`config.mk`:
```
export PLATFORM = sky130hd
export DESIGN_NAME = ppvs_sequencer
export DESIGN_NICKNAME = d
export VERILOG_FILES = /design/src/hdl/ppvs_pkg.sv /design/src/hdl/ppvs_sequencer.sv
export SDC_FILE = /design/constraint.sdc
export NUM_CORES = 1
export LEC_CHECK = 0
export BUFFER_PORTS_ARGS = -buffer_cell sky130_fd_sc_hd__clkbuf_2
export CORE_MARGIN = 3
export CORE_UTILIZATION = 52
export DETAILED_ROUTE_END_ITERATION = 16
export PLACE_DENSITY_LB_ADDON = 0.1
export SLEW_MARGIN = 20
export SYNTH_ARGS = -nofsm -noshare
export SYNTH_HDL_FRONTEND = slang
export SYNTH_SLANG_ARGS = --single-unit
```
`constraint.sdc`:
```
create_clock -name clk -period 2.38 [get_ports clk]
set_input_delay 0.238 -clock clk [delete_from_list [all_inputs] [get_ports clk]]
set_output_delay 0.238 -clock clk [all_outputs]
set_load 0.01 [all_outputs]
```
`src/hdl/ppvs_pkg.sv`:
```
// Purpose: shared constants and types for the program/verify sequencer
// Assumes: 50 MHz system clock
// Notes:   high-voltage pins are driven as level codes for an external driver
package ppvs_pkg;
  localparam int unsigned CLK_MHZ        = 50;
  localparam int unsigned STEP_US        = 4;
  localparam int unsigned PULSE_US       = 10;
  localparam int unsigned SEC_PULSE_US   = 300;
  localparam int unsigned VERIFY_US      = 10;
  localparam int unsigned RAMP_US        = 500;
  localparam int unsigned STEP_CYC       = STEP_US * CLK_MHZ;
  localparam int unsigned PULSE_CYC      = PULSE_US * CLK_MHZ;
  localparam int unsigned SEC_PULSE_CYC  = SEC_PULSE_US * CLK_MHZ;
  localparam int unsigned VERIFY_CYC     = VERIFY_US * CLK_MHZ;
  localparam int unsigned RAMP_CYC       = RAMP_US * CLK_MHZ;
  localparam int unsigned LINES_PER_GRP  = 32;
  localparam logic [3:0]  TGA_ZERO       = 4'h0;
  localparam logic [3:0]  TGA_GROUP0     = 4'h8;
  localparam logic [3:0]  TGA_OE         = 4'h9;
  localparam logic [3:0]  TGA_SIG        = 4'hA;
  localparam logic [7:0]  LINE_ZERO      = 8'h00;
  localparam logic [7:0]  LINE_ALL_ONES  = 8'hFF;

  // pin level codes
  typedef enum logic [2:0] {
    PPVS_LOW = 3'h0, PPVS_HIGH = 3'h1, PPVS_HV1 = 3'h2, PPVS_HV2 = 3'h3, PPVS_HV3 = 3'h4
  } ppvs_level_t;

  typedef enum logic [1:0] {
    PPVS_OP_VERIFY = 2'h0, PPVS_OP_ERASE = 2'h1, PPVS_OP_PROG = 2'h2, PPVS_OP_SECURE = 2'h3
  } ppvs_op_t;

  typedef struct packed {
    ppvs_level_t enable;
    ppvs_level_t pulse;
    ppvs_level_t latch;
    ppvs_level_t secod;
    logic        sel_a;
    logic        sel_b;
    logic [3:0]  tga;
  } ppvs_pins_t;
endpackage

```
`src/hdl/ppvs_sequencer.sv`:
```
// Purpose: programmer-side sequencer for verify, erase-all, program-all, security flows
// Assumes: pulse ramping is done by the external high-voltage driver during ramp step
// Notes:   every step lasts a timer period; pins are steady between steps
`timescale 1ns/1ps

module ppvs_sequencer #(
  parameter int unsigned STEP_CYCLES   = ppvs_pkg::STEP_CYC,
  parameter int unsigned PULSE_CYCLES  = ppvs_pkg::PULSE_CYC,
  parameter int unsigned SEC_CYCLES    = ppvs_pkg::SEC_PULSE_CYC,
  parameter int unsigned VERIFY_CYCLES = ppvs_pkg::VERIFY_CYC,
  parameter int unsigned RAMP_CYCLES   = ppvs_pkg::RAMP_CYC
) (
  input  wire logic               clk,
  input  wire logic               sys_rst,
  input  wire logic               start,
  input  wire ppvs_pkg::ppvs_op_t op,
  input  wire logic               follow_pulse,
  input  wire logic [3:0]         verify_groups,
  input  wire logic [7:0]         expected_byte,
  input  wire logic [7:0]         data_in,
  output logic [7:0]              data_out,
  output logic                    data_oe,
  output ppvs_pkg::ppvs_pins_t    pins,
  output logic                    busy,
  output logic                    done,
  output logic                    byte_valid,
  output logic [7:0]              byte_read,
  output logic                    byte_match,
  output logic [3:0]              byte_group,
  output logic [4:0]              byte_line
);
  // the step timer is 24 bits wide and a zero count would leave a step only one cycle long
  if (STEP_CYCLES < 1 || PULSE_CYCLES < 1 || SEC_CYCLES < 1 || VERIFY_CYCLES < 1 ||
      RAMP_CYCLES < 1 || STEP_CYCLES >= 2**24 || SEC_CYCLES >= 2**24 ||
      RAMP_CYCLES >= 2**24 || PULSE_CYCLES >= 2**24 || VERIFY_CYCLES >= 2**24) begin : g_bad_timing
    $error("ppvs_sequencer: timing parameter out of range");
  end

  typedef enum logic [13:0] {
    S_IDLE    = 14'h0001, S_OPEN   = 14'h0002, S_ADDR   = 14'h0004, S_ARM    = 14'h0008,
    S_LATCH   = 14'h0010, S_REL    = 14'h0020, S_PULSE  = 14'h0040, S_LDROP  = 14'h0080,
    S_ODROP   = 14'h0100, S_READ   = 14'h0200, S_PLOW   = 14'h0400, S_RAMP   = 14'h0800,
    S_CLOSE   = 14'h1000, S_END    = 14'h2000
  } ppvs_state_t;

  ppvs_state_t        state_reg;
  ppvs_pkg::ppvs_op_t op_reg;
  logic               follow_reg;
  logic [3:0]         ngrp_reg;
  logic [3:0]         grp_reg;
  logic [4:0]         line_reg;
  logic [23:0]        timer_reg;
  logic               tick;
  logic [7:0]         din_s1_reg;
  logic [7:0]         din_s2_reg;
  logic [23:0]        dwell;
  ppvs_state_t        state_next;
  logic [23:0]        pulse_min;
  logic [23:0]        hv_run_reg;

  assign tick = (timer_reg == 24'h000000);

  // two-stage synchroniser on the shared data pins
  always_ff @(posedge clk) begin
    din_s1_reg <= data_in;
    din_s2_reg <= din_s1_reg;
  end

  // the step entered at the next timer expiry
  always_comb begin
    state_next = S_IDLE;
    case (state_reg)
      S_OPEN:  state_next = S_ADDR;
      S_ADDR: begin
        if (op_reg == ppvs_pkg::PPVS_OP_PROG)
          state_next = S_PULSE;
        else if (op_reg == ppvs_pkg::PPVS_OP_SECURE)
          state_next = S_LATCH;
        else
          state_next = S_ARM;
      end
      S_ARM:   state_next = (op_reg == ppvs_pkg::PPVS_OP_VERIFY) ? S_LATCH : S_PULSE;
      S_LATCH: state_next = (op_reg == ppvs_pkg::PPVS_OP_VERIFY) ? S_REL : S_ARM;
      S_REL:   state_next = S_PULSE;
      S_PULSE: state_next = (op_reg == ppvs_pkg::PPVS_OP_VERIFY) ? S_LDROP : S_RAMP;
      S_LDROP: state_next = S_ODROP;
      S_ODROP: state_next = S_READ;
      S_READ:  state_next = S_PLOW;
      S_RAMP:  state_next = S_PLOW;
      S_PLOW: begin
        if (op_reg == ppvs_pkg::PPVS_OP_VERIFY &&
            (line_reg != 5'(ppvs_pkg::LINES_PER_GRP - 1) || grp_reg + 4'h1 < ngrp_reg))
          state_next = S_ADDR;
        else
          state_next = S_CLOSE;
      end
      S_CLOSE: state_next = S_END;
      default: state_next = S_IDLE;
    endcase
  end

  // the timer is loaded for the step being entered, so pulse steps get their own width
  always_comb begin
    dwell = 24'(STEP_CYCLES);
    if (state_next == S_PULSE) begin
      if (op_reg == ppvs_pkg::PPVS_OP_VERIFY)
        dwell = 24'(VERIFY_CYCLES);
      else if (op_reg == ppvs_pkg::PPVS_OP_SECURE)
        dwell = 24'(SEC_CYCLES);
      else
        dwell = 24'(PULSE_CYCLES);
    end else if (state_next == S_RAMP) begin
      dwell = 24'(RAMP_CYCLES);
    end
  end

  // group code for verify index n: 8h minus n, then OE and signature groups
  function automatic logic [3:0] grp_code(input logic [3:0] n);
    if (n < 4'h8)
      grp_code = ppvs_pkg::TGA_GROUP0 - n;
    else if (n == 4'h8)
      grp_code = ppvs_pkg::TGA_OE;
    else
      grp_code = ppvs_pkg::TGA_SIG;
  endfunction

  // sequence control; every transition except the start from S_IDLE waits on the step timer
  always_ff @(posedge clk) begin
    if (sys_rst) begin
      state_reg  <= S_IDLE;
      op_reg     <= ppvs_pkg::PPVS_OP_VERIFY;
      follow_reg <= 1'b0;
      ngrp_reg   <= 4'h0;
      grp_reg    <= 4'h0;
      line_reg   <= 5'h00;
      timer_reg  <= 24'h000000;
    end else if (state_reg == S_IDLE) begin
      if (start) begin
        state_reg  <= S_OPEN;
        op_reg     <= op;
        follow_reg <= follow_pulse;
        ngrp_reg   <= (verify_groups > 4'hA) ? 4'hA : verify_groups;
        grp_reg    <= 4'h0;
        line_reg   <= 5'h00;
        timer_reg  <= 24'(STEP_CYCLES);
      end
    end else if (!tick) begin
      timer_reg <= timer_reg - 24'h000001;
    end else begin
      timer_reg <= dwell;
      state_reg <= state_next;
      if (state_reg == S_PLOW && op_reg == ppvs_pkg::PPVS_OP_VERIFY) begin
        if (line_reg != 5'(ppvs_pkg::LINES_PER_GRP - 1)) begin
          line_reg <= line_reg + 5'h01;
        end else begin
          line_reg <= 5'h00;
          grp_reg  <= grp_reg + 4'h1;
        end
      end
    end
  end
  // security latches its address in S_LATCH before S_ARM (S_PULSE when follow_pulse is set) raises the security pin

  // pin levels follow state and flow
  always_ff @(posedge clk) begin
    if (sys_rst) begin
      pins     <= '{ppvs_pkg::PPVS_LOW, ppvs_pkg::PPVS_LOW, ppvs_pkg::PPVS_LOW,
                    ppvs_pkg::PPVS_LOW, 1'b0, 1'b0, 4'h0};
      data_out <= 8'h00;
      data_oe  <= 1'b0;
    end else begin
      pins.enable <= (state_reg == S_IDLE || state_reg == S_END) ?
                     ppvs_pkg::PPVS_LOW : ppvs_pkg::PPVS_HV1;
      pins.sel_a  <= (op_reg == ppvs_pkg::PPVS_OP_VERIFY || op_reg == ppvs_pkg::PPVS_OP_SECURE);
      pins.sel_b  <= (op_reg != ppvs_pkg::PPVS_OP_VERIFY);
      pins.tga    <= (op_reg == ppvs_pkg::PPVS_OP_VERIFY) ? grp_code(grp_reg) : ppvs_pkg::TGA_ZERO;
      // shared pins are driven while the address is set up and latched, and through S_PULSE, S_RAMP and S_PLOW of non-verify flows
      data_oe     <= (state_reg == S_ADDR || state_reg == S_ARM || state_reg == S_LATCH ||
                      (op_reg != ppvs_pkg::PPVS_OP_VERIFY && state_reg inside
                       {S_PULSE, S_RAMP, S_PLOW}));
      case (op_reg)
        ppvs_pkg::PPVS_OP_VERIFY: data_out <= {3'h0, line_reg};
        ppvs_pkg::PPVS_OP_PROG:   data_out <= ppvs_pkg::LINE_ALL_ONES;
        default:                  data_out <= ppvs_pkg::LINE_ZERO;
      endcase
      pins.pulse <= ppvs_pkg::PPVS_LOW;
      if (state_reg inside {S_PULSE, S_LDROP, S_ODROP, S_READ})
        pins.pulse <= (op_reg == ppvs_pkg::PPVS_OP_VERIFY) ? ppvs_pkg::PPVS_HV2
                                                           : ppvs_pkg::PPVS_HV3;
      else if (state_reg == S_RAMP)
        pins.pulse <= ppvs_pkg::PPVS_HV2;
      pins.latch <= ppvs_pkg::PPVS_LOW;
      pins.secod <= ppvs_pkg::PPVS_LOW;
      if (op_reg == ppvs_pkg::PPVS_OP_VERIFY) begin
        if (state_reg inside {S_ARM, S_LATCH, S_REL, S_PULSE, S_LDROP})
          pins.secod <= ppvs_pkg::PPVS_HIGH;
        if (state_reg inside {S_LATCH, S_REL, S_PULSE})
          pins.latch <= ppvs_pkg::PPVS_HIGH;
      end else if (op_reg == ppvs_pkg::PPVS_OP_ERASE) begin
        if (follow_reg ? (state_reg inside {S_PULSE, S_RAMP})
                       : (state_reg inside {S_ARM, S_PULSE, S_RAMP, S_PLOW}))
          pins.latch <= ppvs_pkg::PPVS_HV2;
      end else if (op_reg == ppvs_pkg::PPVS_OP_SECURE) begin
        if (state_reg inside {S_LATCH, S_ARM, S_PULSE, S_RAMP, S_PLOW})
          pins.latch <= ppvs_pkg::PPVS_HIGH;
        if (follow_reg ? (state_reg inside {S_PULSE, S_RAMP})
                       : (state_reg inside {S_ARM, S_PULSE, S_RAMP, S_PLOW}))
          pins.secod <= ppvs_pkg::PPVS_HV2;
      end
    end
  end

  // status and read capture
  always_ff @(posedge clk) begin
    if (sys_rst) begin
      busy       <= 1'b0;
      done       <= 1'b0;
      byte_valid <= 1'b0;
      byte_read  <= 8'h00;
      byte_match <= 1'b0;
      byte_group <= 4'h0;
      byte_line  <= 5'h00;
    end else begin
      busy       <= (state_reg != S_IDLE);
      done       <= (state_reg == S_END) && tick;
      byte_valid <= (state_reg == S_READ) && tick;
      if (state_reg == S_READ && tick) begin
        byte_read  <= din_s2_reg;
        byte_match <= (din_s2_reg == expected_byte);
        byte_group <= grp_code(grp_reg);
        byte_line  <= line_reg;
      end
    end
  end

  // helper for the width check: cycles the pulse pin has stood above low
  always_ff @(posedge clk) begin
    if (sys_rst || pins.pulse == ppvs_pkg::PPVS_LOW) begin
      hv_run_reg <= 24'h000000;
    end else if (hv_run_reg != 24'hFFFFFF) begin
      hv_run_reg <= hv_run_reg + 24'h000001;
    end
  end

  always_comb begin
    pulse_min = 24'(PULSE_CYCLES);
    if (op_reg == ppvs_pkg::PPVS_OP_VERIFY)
      pulse_min = 24'(VERIFY_CYCLES);
    else if (op_reg == ppvs_pkg::PPVS_OP_SECURE)
      pulse_min = 24'(SEC_CYCLES);
  end

  a_pulse_width_min: assert property (@(posedge clk) disable iff (sys_rst)
    pins.pulse == ppvs_pkg::PPVS_LOW && hv_run_reg != 24'h000000 |-> hv_run_reg >= pulse_min)
    else $error("pulse pin high for too short a time");
  a_verify_no_drive: assert property (@(posedge clk) disable iff (sys_rst)
    op_reg == ppvs_pkg::PPVS_OP_VERIFY && pins.pulse != ppvs_pkg::PPVS_LOW |-> !data_oe)
    else $error("data driven during verify pulse");
  a_enable_level: assert property (@(posedge clk) disable iff (sys_rst)
    busy && pins.pulse != ppvs_pkg::PPVS_LOW |-> pins.enable == ppvs_pkg::PPVS_HV1)
    else $error("enable not at level 1 during pulse");
  a_erase_latch: assert property (@(posedge clk) disable iff (sys_rst)
    op_reg == ppvs_pkg::PPVS_OP_ERASE && pins.pulse == ppvs_pkg::PPVS_HV3
    |-> pins.latch == ppvs_pkg::PPVS_HV2 && pins.tga == ppvs_pkg::TGA_ZERO)
    else $error("erase pulse without erase enable");
  a_sec_pin_level: assert property (@(posedge clk) disable iff (sys_rst)
    op_reg == ppvs_pkg::PPVS_OP_SECURE && pins.pulse != ppvs_pkg::PPVS_LOW
    |-> pins.secod == ppvs_pkg::PPVS_HV2 && pins.sel_a && pins.sel_b)
    else $error("security pulse without security level");
  a_sec_after_latch: assert property (@(posedge clk) disable iff (sys_rst)
    op_reg == ppvs_pkg::PPVS_OP_SECURE && $rose(pins.secod == ppvs_pkg::PPVS_HV2)
    |-> $past(pins.latch) == ppvs_pkg::PPVS_HIGH)
    else $error("security level raised before the address was latched");
  a_prog_line_ones: assert property (@(posedge clk) disable iff (sys_rst)
    op_reg == ppvs_pkg::PPVS_OP_PROG && data_oe |-> data_out == ppvs_pkg::LINE_ALL_ONES)
    else $error("program-all line address wrong");
  a_group_code: assert property (@(posedge clk) disable iff (sys_rst)
    byte_valid |-> byte_group >= ppvs_pkg::TGA_ZERO + 4'h1 && byte_group <= ppvs_pkg::TGA_SIG)
    else $error("group code out of range");
  a_ramp_follows: assert property (@(posedge clk) disable iff (sys_rst)
    $fell(pins.pulse == ppvs_pkg::PPVS_HV3) && op_reg != ppvs_pkg::PPVS_OP_VERIFY
    |-> pins.pulse == ppvs_pkg::PPVS_HV2) else $error("pulse not ramped to level 2");
  a_pins_steady: assert property (@(posedge clk) disable iff (sys_rst)
    busy && !tick && state_reg != S_IDLE && $stable(state_reg) |=> $stable(pins))
    else $error("pins moved between steps");

  c_verify_read:  cover property (@(posedge clk) disable iff (sys_rst) byte_valid && byte_match);
  c_erase_done:   cover property (@(posedge clk) disable iff (sys_rst)
    done && op_reg == ppvs_pkg::PPVS_OP_ERASE);
  c_secure_done:  cover property (@(posedge clk) disable iff (sys_rst)
    done && op_reg == ppvs_pkg::PPVS_OP_SECURE);
  c_prog_done:    cover property (@(posedge clk) disable iff (sys_rst)
    done && op_reg == ppvs_pkg::PPVS_OP_PROG);
endmodule

```
==> results of run 1 <==
[cells in the final DEF (no fill, tap or decap), types with 4 or more instances in the layout]
cell                            count
sky130_fd_sc_hd__a31oi_1            6
sky130_fd_sc_hd__nor4b_1            8
sky130_fd_sc_hd__a211oi_1          10
sky130_fd_sc_hd__o21ai_0           33
sky130_fd_sc_hd__nor4_1            14
sky130_fd_sc_hd__dlygate4sd3_1      8
sky130_fd_sc_hd__or3_1             13
sky130_fd_sc_hd__nand3_1           16
sky130_fd_sc_hd__nand4_1            8
sky130_fd_sc_hd__nand2b_1           5
sky130_fd_sc_hd__a21oi_1           57
sky130_fd_sc_hd__ha_1              14
sky130_fd_sc_hd__or4_4              6
sky130_fd_sc_hd__nand3b_1           7
sky130_fd_sc_hd__inv_1             16
sky130_fd_sc_hd__nor2b_1            4
sky130_fd_sc_hd__nor2_1            50
sky130_fd_sc_hd__clkbuf_2          69
sky130_fd_sc_hd__buf_4             61
sky130_fd_sc_hd__or4_1              4
sky130_fd_sc_hd__conb_1             4
sky130_fd_sc_hd__nor3_1            27
sky130_fd_sc_hd__xor2_1            16
sky130_fd_sc_hd__and3_1             5
sky130_fd_sc_hd__dfxtp_1          108
sky130_fd_sc_hd__clkbuf_8           9
sky130_fd_sc_hd__nand2_1           77
sky130_fd_sc_hd__o21ai_1            4
sky130_fd_sc_hd__o211ai_1           7
[routing by layer]
layer,wire (um),global-route usage [%],vias up
li1,-,-,2510
met3,953,5.83,34
met1,6420,34.3,2395
met2,7010,44.4,178
met5,0,0,-
met4,344,9.04,0
[final cells by class]
cell class | count | area [sq um]
timing repair buffer | 142 | 937
tap | 133 | 166
inverter | 17 | 63.8
sequential | 111 | 2230
multi-input combinational | 469 | 2880
clock inverter | 7 | 83.8
clock buffer | 9 | 124
fill | 847 | 3300
[critical path: stages, from the launching register on]
cell and delay [ps]:
sky130_fd_sc_hd__dfxtp_2 340, sky130_fd_sc_hd__or4_4 540, sky130_fd_sc_hd__or4_4 540, sky130_fd_sc_hd__nor3_4 260, sky130_fd_sc_hd__a21oi_4 60, sky130_fd_sc_hd__or4b_4 510, sky130_fd_sc_hd__a21oi_2 120
[through the flow]
step | power, mW | instance area, sq um | utilization, %
5_1_grt | 7.86 | 6480 | 66.3
3_3_place_gp | 5.87 | 6070 | 62.1
4_1_cts | 7.15 | 6370 | 65.2
6_report | 7.38 | 6480 | 66.3
3_5_place_dp | 5.93 | 6070 | 62.1
2_1_floorplan | 4.52 | 5280 | -
[how the worst max path moves through the flow]
stage	start	to	slack, ps	depth (start not counted)
after floorplan	state_reg[4]$_SDFFE_PP0P_	byte_line[4]$_SDFFE_PP0P_	10	8
after global placement	timer_reg[17]$_SDFFE_PP0P_	grp_reg[0]$_SDFFE_PP0P_	10	6
after detailed placement	state_reg[4]$_SDFFE_PP0P_	timer_reg[6]$_SDFFE_PP0P_	-30	6
after CTS	timer_reg[9]$_SDFFE_PP0P_	timer_reg[6]$_SDFFE_PP0P_	-9	8
after global routing	state_reg[11]$_SDFFE_PP0P_	state_reg[13]$_SDFFE_PP0P_	-110	6
final	state_reg[11]$_SDFFE_PP0P_	state_reg[13]$_SDFFE_PP0P_	-50	6
[cells by family (layout without fill, tap and decap cells)]
kind of cell / count (synthesis) / after routing / share of synthesized area (%)
AND/OR/NAND/NOR: 279 / 279 / 28.3
AO/OA/AOI/OAI: 152 / 152 / 17.4
flip-flops: 111 / 111 / 42.3
buffers and inverters: 60 / 175 / 5.15
XOR/XNOR: 19 / 19 / 3.17
adder cells (fa/ha/maj): 14 / 14 / 3.34
other: 1 / 4 / 0.0714
multiplexers: 1 / 1 / 0.191
[timing repair]
action | 4_1_cts | 5_1_grt
pin swaps | 1 | 9
setup buffers | 0 | 2
hold buffers | 8 | 0
endpoints found under the hold margin | 8 | 0
resized for setup | 6 | 27
endpoints found under the setup margin | 9 | 30
gates cloned | 0 | 0
[where the power goes]
part           internal, mW  switching [mW]
clock network         0.421           0.734
logic                  1.64            2.25
registers              2.12           0.219
==> metrics.txt, run 1 <==
# TYPE chip_impl_metric gauge
chip_impl_metric{name="post_detail_place_hpwl",unit="um"} 10700
chip_impl_metric{name="synth.ff_latch_count",unit=""} 111
chip_impl_metric{name="first_global_vias",unit=""} 5038
chip_impl_metric{name="numCtsBuffers",unit=""} 9
chip_impl_info{name="synthFlopType",value="sky130_fd_sc_hd__dfxtp_1"} 1
chip_impl_metric{name="num_vias",unit=""} 5117
chip_impl_metric{name="post_route_cells_drive_above_1_share",unit="%"} 25.3
chip_impl_metric{name="timing.clock.skew",unit="ps"} 8.54
chip_impl_metric{name="mappedNetlistArea",unit="sq mm"} 0.00525
chip_impl_metric{name="gr-total-overflow",unit=""} 0
chip_impl_metric{name="numPlacedInstances",unit=""} 862
chip_impl_info{name="cp-end-kind",value="flip-flop"} 1
chip_impl_info{name="synth.most_common_cell",value="sky130_fd_sc_hd__dfxtp_1"} 1
chip_impl_metric{name="antenna_found_initial",unit=""} 0
chip_impl_info{name="endpoint_of_the_lowest_slack_register_to_register_path",value="state_reg[13]$_SDFFE_PP0P_"} 1
chip_impl_metric{name="slew_viol_final",unit=""} 0
chip_impl_info{name="netlist_top_cells_count",value="sky130_fd_sc_hd__dfxtp_1, sky130_fd_sc_hd__nand2_1, sky130_fd_sc_hd__a21oi_1"} 1
chip_impl_metric{name="buffer_ports.inserted",unit=""} 69
chip_impl_metric{name="setup_violations",unit=""} 3
chip_impl_metric{name="synth-seq-area-share",unit="%"} 42.3
chip_impl_metric{name="numClockSinks",unit=""} 111
chip_impl_metric{name="dp_slack",unit="ps"} -25.6
chip_impl_metric{name="core_area",unit="sq mm"} 0.00977
chip_impl_metric{name="die_width",unit="um"} 106
chip_impl_metric{name="final.setup.worst_slack",unit="ps"} -46.2
chip_impl_metric{name="clock_insertion_delay_worst_skew",unit="ps"} 390
chip_impl_info{name="status",value="finished with violations"} 1
chip_impl_metric{name="critPathMaxFanout",unit=""} 4
chip_impl_info{name="min_from",value="op[0]"} 1
chip_impl_metric{name="post_synth_inst_count",unit=""} 637
chip_impl_metric{name="remaining_drc_errors",unit=""} 0
chip_impl_metric{name="clockBufferDepth",unit=""} 2
chip_impl_info{name="worstSetupStartpointType",value="flip-flop"} 1
chip_impl_metric{name="detail_routed_net_length_per_standard_cell",unit="um"} 16.6
chip_impl_metric{name="p_per_area",unit="mW/mm^2"} 1140
chip_impl_metric{name="cp.required",unit="ps"} 2710
chip_impl_info{name="worstReg2RegStart",value="state_reg[11]$_SDFFE_PP0P_"} 1
chip_impl_metric{name="io_pins",unit=""} 74
chip_impl_info{name="worst-setup-path-type",value="flip-flop to flip-flop"} 1
chip_impl_info{name="violations",value="negative setup slack"} 1
chip_impl_metric{name="final_nets",unit=""} 790
chip_impl_metric{name="drt_first_iter_violations",unit=""} 337
chip_impl_metric{name="instances_no_fill",unit=""} 888
chip_impl_metric{name="critPathArrivalTime",unit="ps"} 2750
chip_impl_metric{name="reg2reg_depth",unit=""} 6
chip_impl_metric{name="largest_register_ff_count",unit=""} 24
chip_impl_info{name="cts_tree",value="done"} 1
chip_impl_metric{name="transition_at_the_pin_with_the_smallest_max_transition_slack",unit="ps"} 513
chip_impl_info{name="min-delay-path-class",value="primary input to flip-flop"} 1
chip_impl_info{name="rsz0062_at_grt",value="true"} 1
chip_impl_metric{name="ys_warn_count",unit=""} 0
chip_impl_metric{name="htreeDepth",unit=""} 3
chip_impl_metric{name="whs",unit="ps"} 70.5
chip_impl_metric{name="fp.dieH",unit="um"} 106
chip_impl_metric{name="synth_top_cell_area_share",unit="%"} 42.3
chip_impl_metric{name="synth_enable_flop_cells",unit=""} 0
chip_impl_metric{name="rows",unit=""} 36
chip_impl_metric{name="largest_net_degree_at_the_start_of_global_routing",unit=""} 37
chip_impl_metric{name="layout_worst_path_cycle_share",unit="%"} 102
chip_impl_metric{name="max-slew-margin-rel",unit="%"} 65.6
chip_impl_metric{name="hold_viol",unit=""} 0
chip_impl_info{name="post_synthesis_cell_type_with_the_largest_combined_area",value="sky130_fd_sc_hd__dfxtp_1"} 1
chip_impl_metric{name="area.growth.synth_to_final",unit="%"} 23.4
chip_impl_metric{name="drtPass1Iterations",unit=""} 5
chip_impl_metric{name="track_usage",unit="%"} 26.7
chip_impl_metric{name="place.gp.congestion",unit=""} 0.962
chip_impl_metric{name="viasPerCell",unit=""} 5.76
chip_impl_metric{name="ir_worst_vdd",unit="uV"} 548
chip_impl_metric{name="post_synthesis_average_cell_area",unit="sq um"} 8.24
chip_impl_metric{name="whs_path_depth",unit=""} 3
chip_impl_metric{name="die_area",unit="sq mm"} 0.0113
chip_impl_metric{name="grt_pass1_wl",unit="um"} 24400
chip_impl_metric{name="rrSetupSlack",unit="ps"} -50
chip_impl_metric{name="lkg_pwr",unit="nW"} 2.63
chip_impl_info{name="clock-root-buffer",value="sky130_fd_sc_hd__clkbuf_8"} 1
chip_impl_metric{name="antennaDiodeCount",unit=""} 0
chip_impl_metric{name="clkTransAtPathRegs",unit="ps"} 110
chip_impl_info{name="synth.top_cells.by_area",value="sky130_fd_sc_hd__dfxtp_1, sky130_fd_sc_hd__a21oi_1, sky130_fd_sc_hd__nand2_1"} 1
chip_impl_metric{name="drt_wirelength",unit="um"} 14700
chip_impl_metric{name="initial_utilization",unit="%"} 53.7
chip_impl_metric{name="fmax",unit="GHz"} 0.412
chip_impl_metric{name="postSynth.asyncResetShare",unit="%"} 0
chip_impl_metric{name="maxCapViolations",unit=""} 0
chip_impl_metric{name="antenna_violating_nets_post_route",unit=""} 0
chip_impl_metric{name="fin_tns_setup",unit="ps"} -57.9
chip_impl_info{name="holdPathEnd",value="op_reg[0]$_SDFFE_PP0P_"} 1
chip_impl_metric{name="post_synth_num_cell_types",unit=""} 61
chip_impl_metric{name="timing.final.crit_period",unit="ps"} 2430
Power figures use the tool's default switching activity.
==> run 2: changes to the inputs <==
--- a/config.mk
+++ b/config.mk
@@ -8,7 +8,8 @@
 export BUFFER_PORTS_ARGS = -buffer_cell sky130_fd_sc_hd__clkbuf_2
 export CORE_MARGIN = 3
-export CORE_UTILIZATION = 52
+export CORE_UTILIZATION = 57
 export DETAILED_ROUTE_END_ITERATION = 16
 export PLACE_DENSITY_LB_ADDON = 0.1
+export REMOVE_ABC_BUFFERS = 1
 export SLEW_MARGIN = 20
 export SYNTH_ARGS = -nofsm -noshare
==> constraint.sdc (replaced) <==
create_clock -name clk -period 2.7 [get_ports clk]
set_input_delay 0.405 -clock clk [delete_from_list [all_inputs] [get_ports clk]]
set_output_delay 0.405 -clock clk [all_outputs]
set_load 0.01 [all_outputs]
==> run 2 against run 1 <==
Against the previous run: the run now ends clean; maximum frequency down 4.0%; worst setup slack better by 220 ps; first-iteration DRC count down 14%; global-route usage down 0.82 points; critical path type unchanged; largest power group unchanged.
==> metrics.txt, run 2 (synthesis results as in run 1) <==
# TYPE chip_impl_metric gauge
chip_impl_info{name="status",value="complete, no violations"} 1
chip_impl_metric{name="instances_no_fill",unit=""} 828
chip_impl_info{name="mostFrequentLayoutCell",value="sky130_fd_sc_hd__dfxtp_1"} 1
chip_impl_metric{name="io_pins",unit=""} 74
chip_impl_info{name="holdPathEnd",value="din_s1_reg[3]$_DFF_P_"} 1
chip_impl_info{name="cts_tree",value="done"} 1
chip_impl_info{name="layout.cells.most_common_list",value="sky130_fd_sc_hd__dfxtp_1, sky130_fd_sc_hd__nand2_1, sky130_fd_sc_hd__clkbuf_2"} 1
chip_impl_metric{name="p_per_area",unit="mW/mm^2"} 985
chip_impl_metric{name="grt_pass1_wl",unit="um"} 21700
chip_impl_metric{name="first_global_vias",unit=""} 4670
chip_impl_metric{name="fin_util",unit="%"} 68.3
chip_impl_metric{name="ir_worst_vdd",unit="uV"} 553
chip_impl_metric{name="detail_routed_net_length_per_standard_cell",unit="um"} 16.1
chip_impl_metric{name="whs_path_depth",unit=""} 1
chip_impl_metric{name="drt_first_iter_violations",unit=""} 290
chip_impl_metric{name="timing.clock.skew",unit="ps"} 14.2
chip_impl_metric{name="reg2reg_depth",unit=""} 7
chip_impl_metric{name="drtPass1Iterations",unit=""} 5
chip_impl_metric{name="numCtsBuffers",unit=""} 9
chip_impl_metric{name="hold_viol",unit=""} 0
chip_impl_metric{name="antenna_found_initial",unit=""} 1
chip_impl_metric{name="fp.dieH",unit="um"} 102
chip_impl_metric{name="numPlacedInstances",unit=""} 812
chip_impl_metric{name="die_area",unit="sq mm"} 0.0104
chip_impl_metric{name="area.growth.synth_to_final",unit="%"} 15.1
chip_impl_metric{name="final.setup.worst_slack",unit="ps"} 173
chip_impl_metric{name="core_area",unit="sq mm"} 0.00885
chip_impl_info{name="worstSetupStartpointType",value="flip-flop"} 1
chip_impl_metric{name="layout_worst_path_cycle_share",unit="%"} 93.6
chip_impl_metric{name="largest_register_ff_count",unit=""} 24
chip_impl_info{name="min-delay-path-class",value="primary input to flip-flop"} 1
chip_impl_metric{name="transition_at_the_pin_with_the_smallest_max_transition_slack",unit="ps"} 675
chip_impl_metric{name="rows",unit=""} 34
chip_impl_info{name="worst-setup-path-type",value="flip-flop to flip-flop"} 1
chip_impl_metric{name="clkTransAtPathRegs",unit="ps"} 120
chip_impl_metric{name="dp_slack",unit="ps"} 158
chip_impl_metric{name="initial_utilization",unit="%"} 59.3
chip_impl_metric{name="final_nets",unit=""} 755
chip_impl_metric{name="timing.final.crit_period",unit="ps"} 2530
chip_impl_metric{name="maxCapViolations",unit=""} 0
chip_impl_metric{name="numClockSinks",unit=""} 111
chip_impl_metric{name="track_usage",unit="%"} 25.8
chip_impl_metric{name="slew_viol_final",unit=""} 0
chip_impl_metric{name="antennaDiodeCount",unit=""} 0
chip_impl_info{name="rsz0062_at_grt",value="false"} 1
chip_impl_metric{name="drt_wirelength",unit="um"} 13300
chip_impl_metric{name="htreeDepth",unit=""} 3
chip_impl_metric{name="post_detail_place_hpwl",unit="um"} 9860
chip_impl_info{name="worstReg2RegStart",value="state_reg[10]$_SDFFE_PP0P_"} 1
chip_impl_info{name="cp-end-kind",value="flip-flop"} 1
chip_impl_metric{name="switching_part_of_the_total",unit="%"} 44.0
chip_impl_metric{name="critPathArrivalTime",unit="ps"} 2790
chip_impl_metric{name="lkg_pwr",unit="nW"} 2.44
chip_impl_info{name="min_from",value="data_in[3]"} 1
chip_impl_metric{name="place.gp.congestion",unit=""} 0.945
chip_impl_metric{name="post_route_cells_drive_above_1_share",unit="%"} 19.6
chip_impl_metric{name="max-slew-margin-rel",unit="%"} 54.6
chip_impl_metric{name="cts_hold_buffers",unit=""} 0
chip_impl_metric{name="remaining_drc_errors",unit=""} 0
chip_impl_metric{name="clockPowerShare",unit="%"} 16.8
chip_impl_metric{name="num_vias",unit=""} 4968
chip_impl_metric{name="die_width",unit="um"} 102
chip_impl_metric{name="fmax",unit="GHz"} 0.396
chip_impl_metric{name="cp.required",unit="ps"} 2970
chip_impl_metric{name="clock_insertion_delay_worst_skew",unit="ps"} 370
chip_impl_metric{name="gr-total-overflow",unit=""} 0
chip_impl_metric{name="viasPerCell",unit=""} 6.00
chip_impl_metric{name="comb_power_share",unit="%"} 48.1
chip_impl_metric{name="critPathMaxFanout",unit=""} 9
chip_impl_metric{name="rrSetupSlack",unit="ps"} 170
chip_impl_metric{name="fillCellCount",unit=""} 785
chip_impl_metric{name="total_switching_power",unit="mW"} 2.62
chip_impl_metric{name="share_seq_of_total_power",unit="%"} 35.1
chip_impl_metric{name="buffer_ports.inserted",unit=""} 69
chip_impl_info{name="clock-root-buffer",value="sky130_fd_sc_hd__clkbuf_8"} 1
chip_impl_metric{name="clockBufferDepth",unit=""} 2
chip_impl_metric{name="setup_violations",unit=""} 0
chip_impl_info{name="endpoint_of_the_lowest_slack_register_to_register_path",value="state_reg[6]$_SDFFE_PP0P_"} 1
chip_impl_metric{name="largest_net_degree_at_the_start_of_global_routing",unit=""} 26
chip_impl_metric{name="design_internal_power",unit="mW"} 3.33
chip_impl_metric{name="antenna_violating_nets_post_route",unit=""} 0
run 2: changes by cell type in the layout (fill, tap and decap cells not counted), sizes merged:
cell,delta
dlygate4sd3,-8
inv,+2
buf,-27
clkinv,-2
run 2: final cells by class:
class / instances / area [sq um] / area share [%]
timing repair buffer: 107 / 643 / 10.6
tap: 108 / 135 / 2.24
inverter: 17 / 63.8 / 1.06
clock inverter: 7 / 81.3 / 1.35
sequential: 111 / 2220 / 36.8
clock buffer: 9 / 124 / 2.05
multi-input combinational: 469 / 2770 / 45.9
run 2: through the flow:
stage,setup TNS (ps),hold slack (ps),area (sq um),power (mW)
3_3_place_gp,0,311,5830,4.80
4_1_cts,0,105,6040,5.90
3_5_place_dp,0,312,5830,4.88
5_1_grt,0,91.6,6040,6.36
6_report,0,121,6040,5.95
2_1_floorplan,-120,310,5050,3.80
run 2: layer usage:
metal  vias to the layer above  GRT usage, %  part of all wire (%)
li1                       2442             -                     -
met1                      2319          33.5                    44
met2                       177          43.2                    49
met3                        28          4.37                   5.0
met4                         2          9.79                   1.9
met5                         -             0                 0.098
run 2: repair_timing:
item | 4_1_cts | 5_1_grt
resized for setup | 0 | 3
setup endpoints to repair | 0 | 5
buffers inserted | 0 | 0
run 2: worst max path at each step:
| stage | start | endpoint | slack [ps] | depth (start not counted) |
|---|---|---|---|---|
| after global routing | timer_reg[10]$_SDFFE_PP0P_ | grp_reg[2]$_SDFFE_PP0P_ | 20 | 6 |
| after CTS | state_reg[5]$_SDFFE_PP0P_ | timer_reg[4]$_SDFFE_PP0P_ | 140 | 6 |
| final | state_reg[10]$_SDFFE_PP0P_ | state_reg[6]$_SDFFE_PP0P_ | 170 | 7 |
| after detailed placement | state_reg[5]$_SDFFE_PP0P_ | state_reg[6]$_SDFFE_PP0P_ | 160 | 7 |
| after floorplan | timer_reg[9]$_SDFFE_PP0P_ | byte_group[2]$_SDFFE_PP0P_ | -70 | 6 |
| after global placement | state_reg[5]$_SDFFE_PP0P_ | state_reg[13]$_SDFFE_PP0P_ | 200 | 6 |
run 2: worst max-delay path: stages (launching register included):
cell and delay (ps):
sky130_fd_sc_hd__dfxtp_1 380, sky130_fd_sc_hd__or4_4 550, sky130_fd_sc_hd__or4_4 570, sky130_fd_sc_hd__or2_1 350, sky130_fd_sc_hd__a21oi_2 200, sky130_fd_sc_hd__buf_4 190
sky130_fd_sc_hd__or2_1 110, sky130_fd_sc_hd__a21oi_1 60
run 2: power groups by stage:
stage | Clock, mW | Combinational, mW | Sequential (mW)
after floorplan | 0 | 1.71 | 2.09
after global placement | 0 | 2.69 | 2.11
after global routing | 1.09 | 3.15 | 2.12
final | 1.00 | 2.86 | 2.09
after detailed placement | 0 | 2.76 | 2.11
after CTS | 1.03 | 2.79 | 2.08
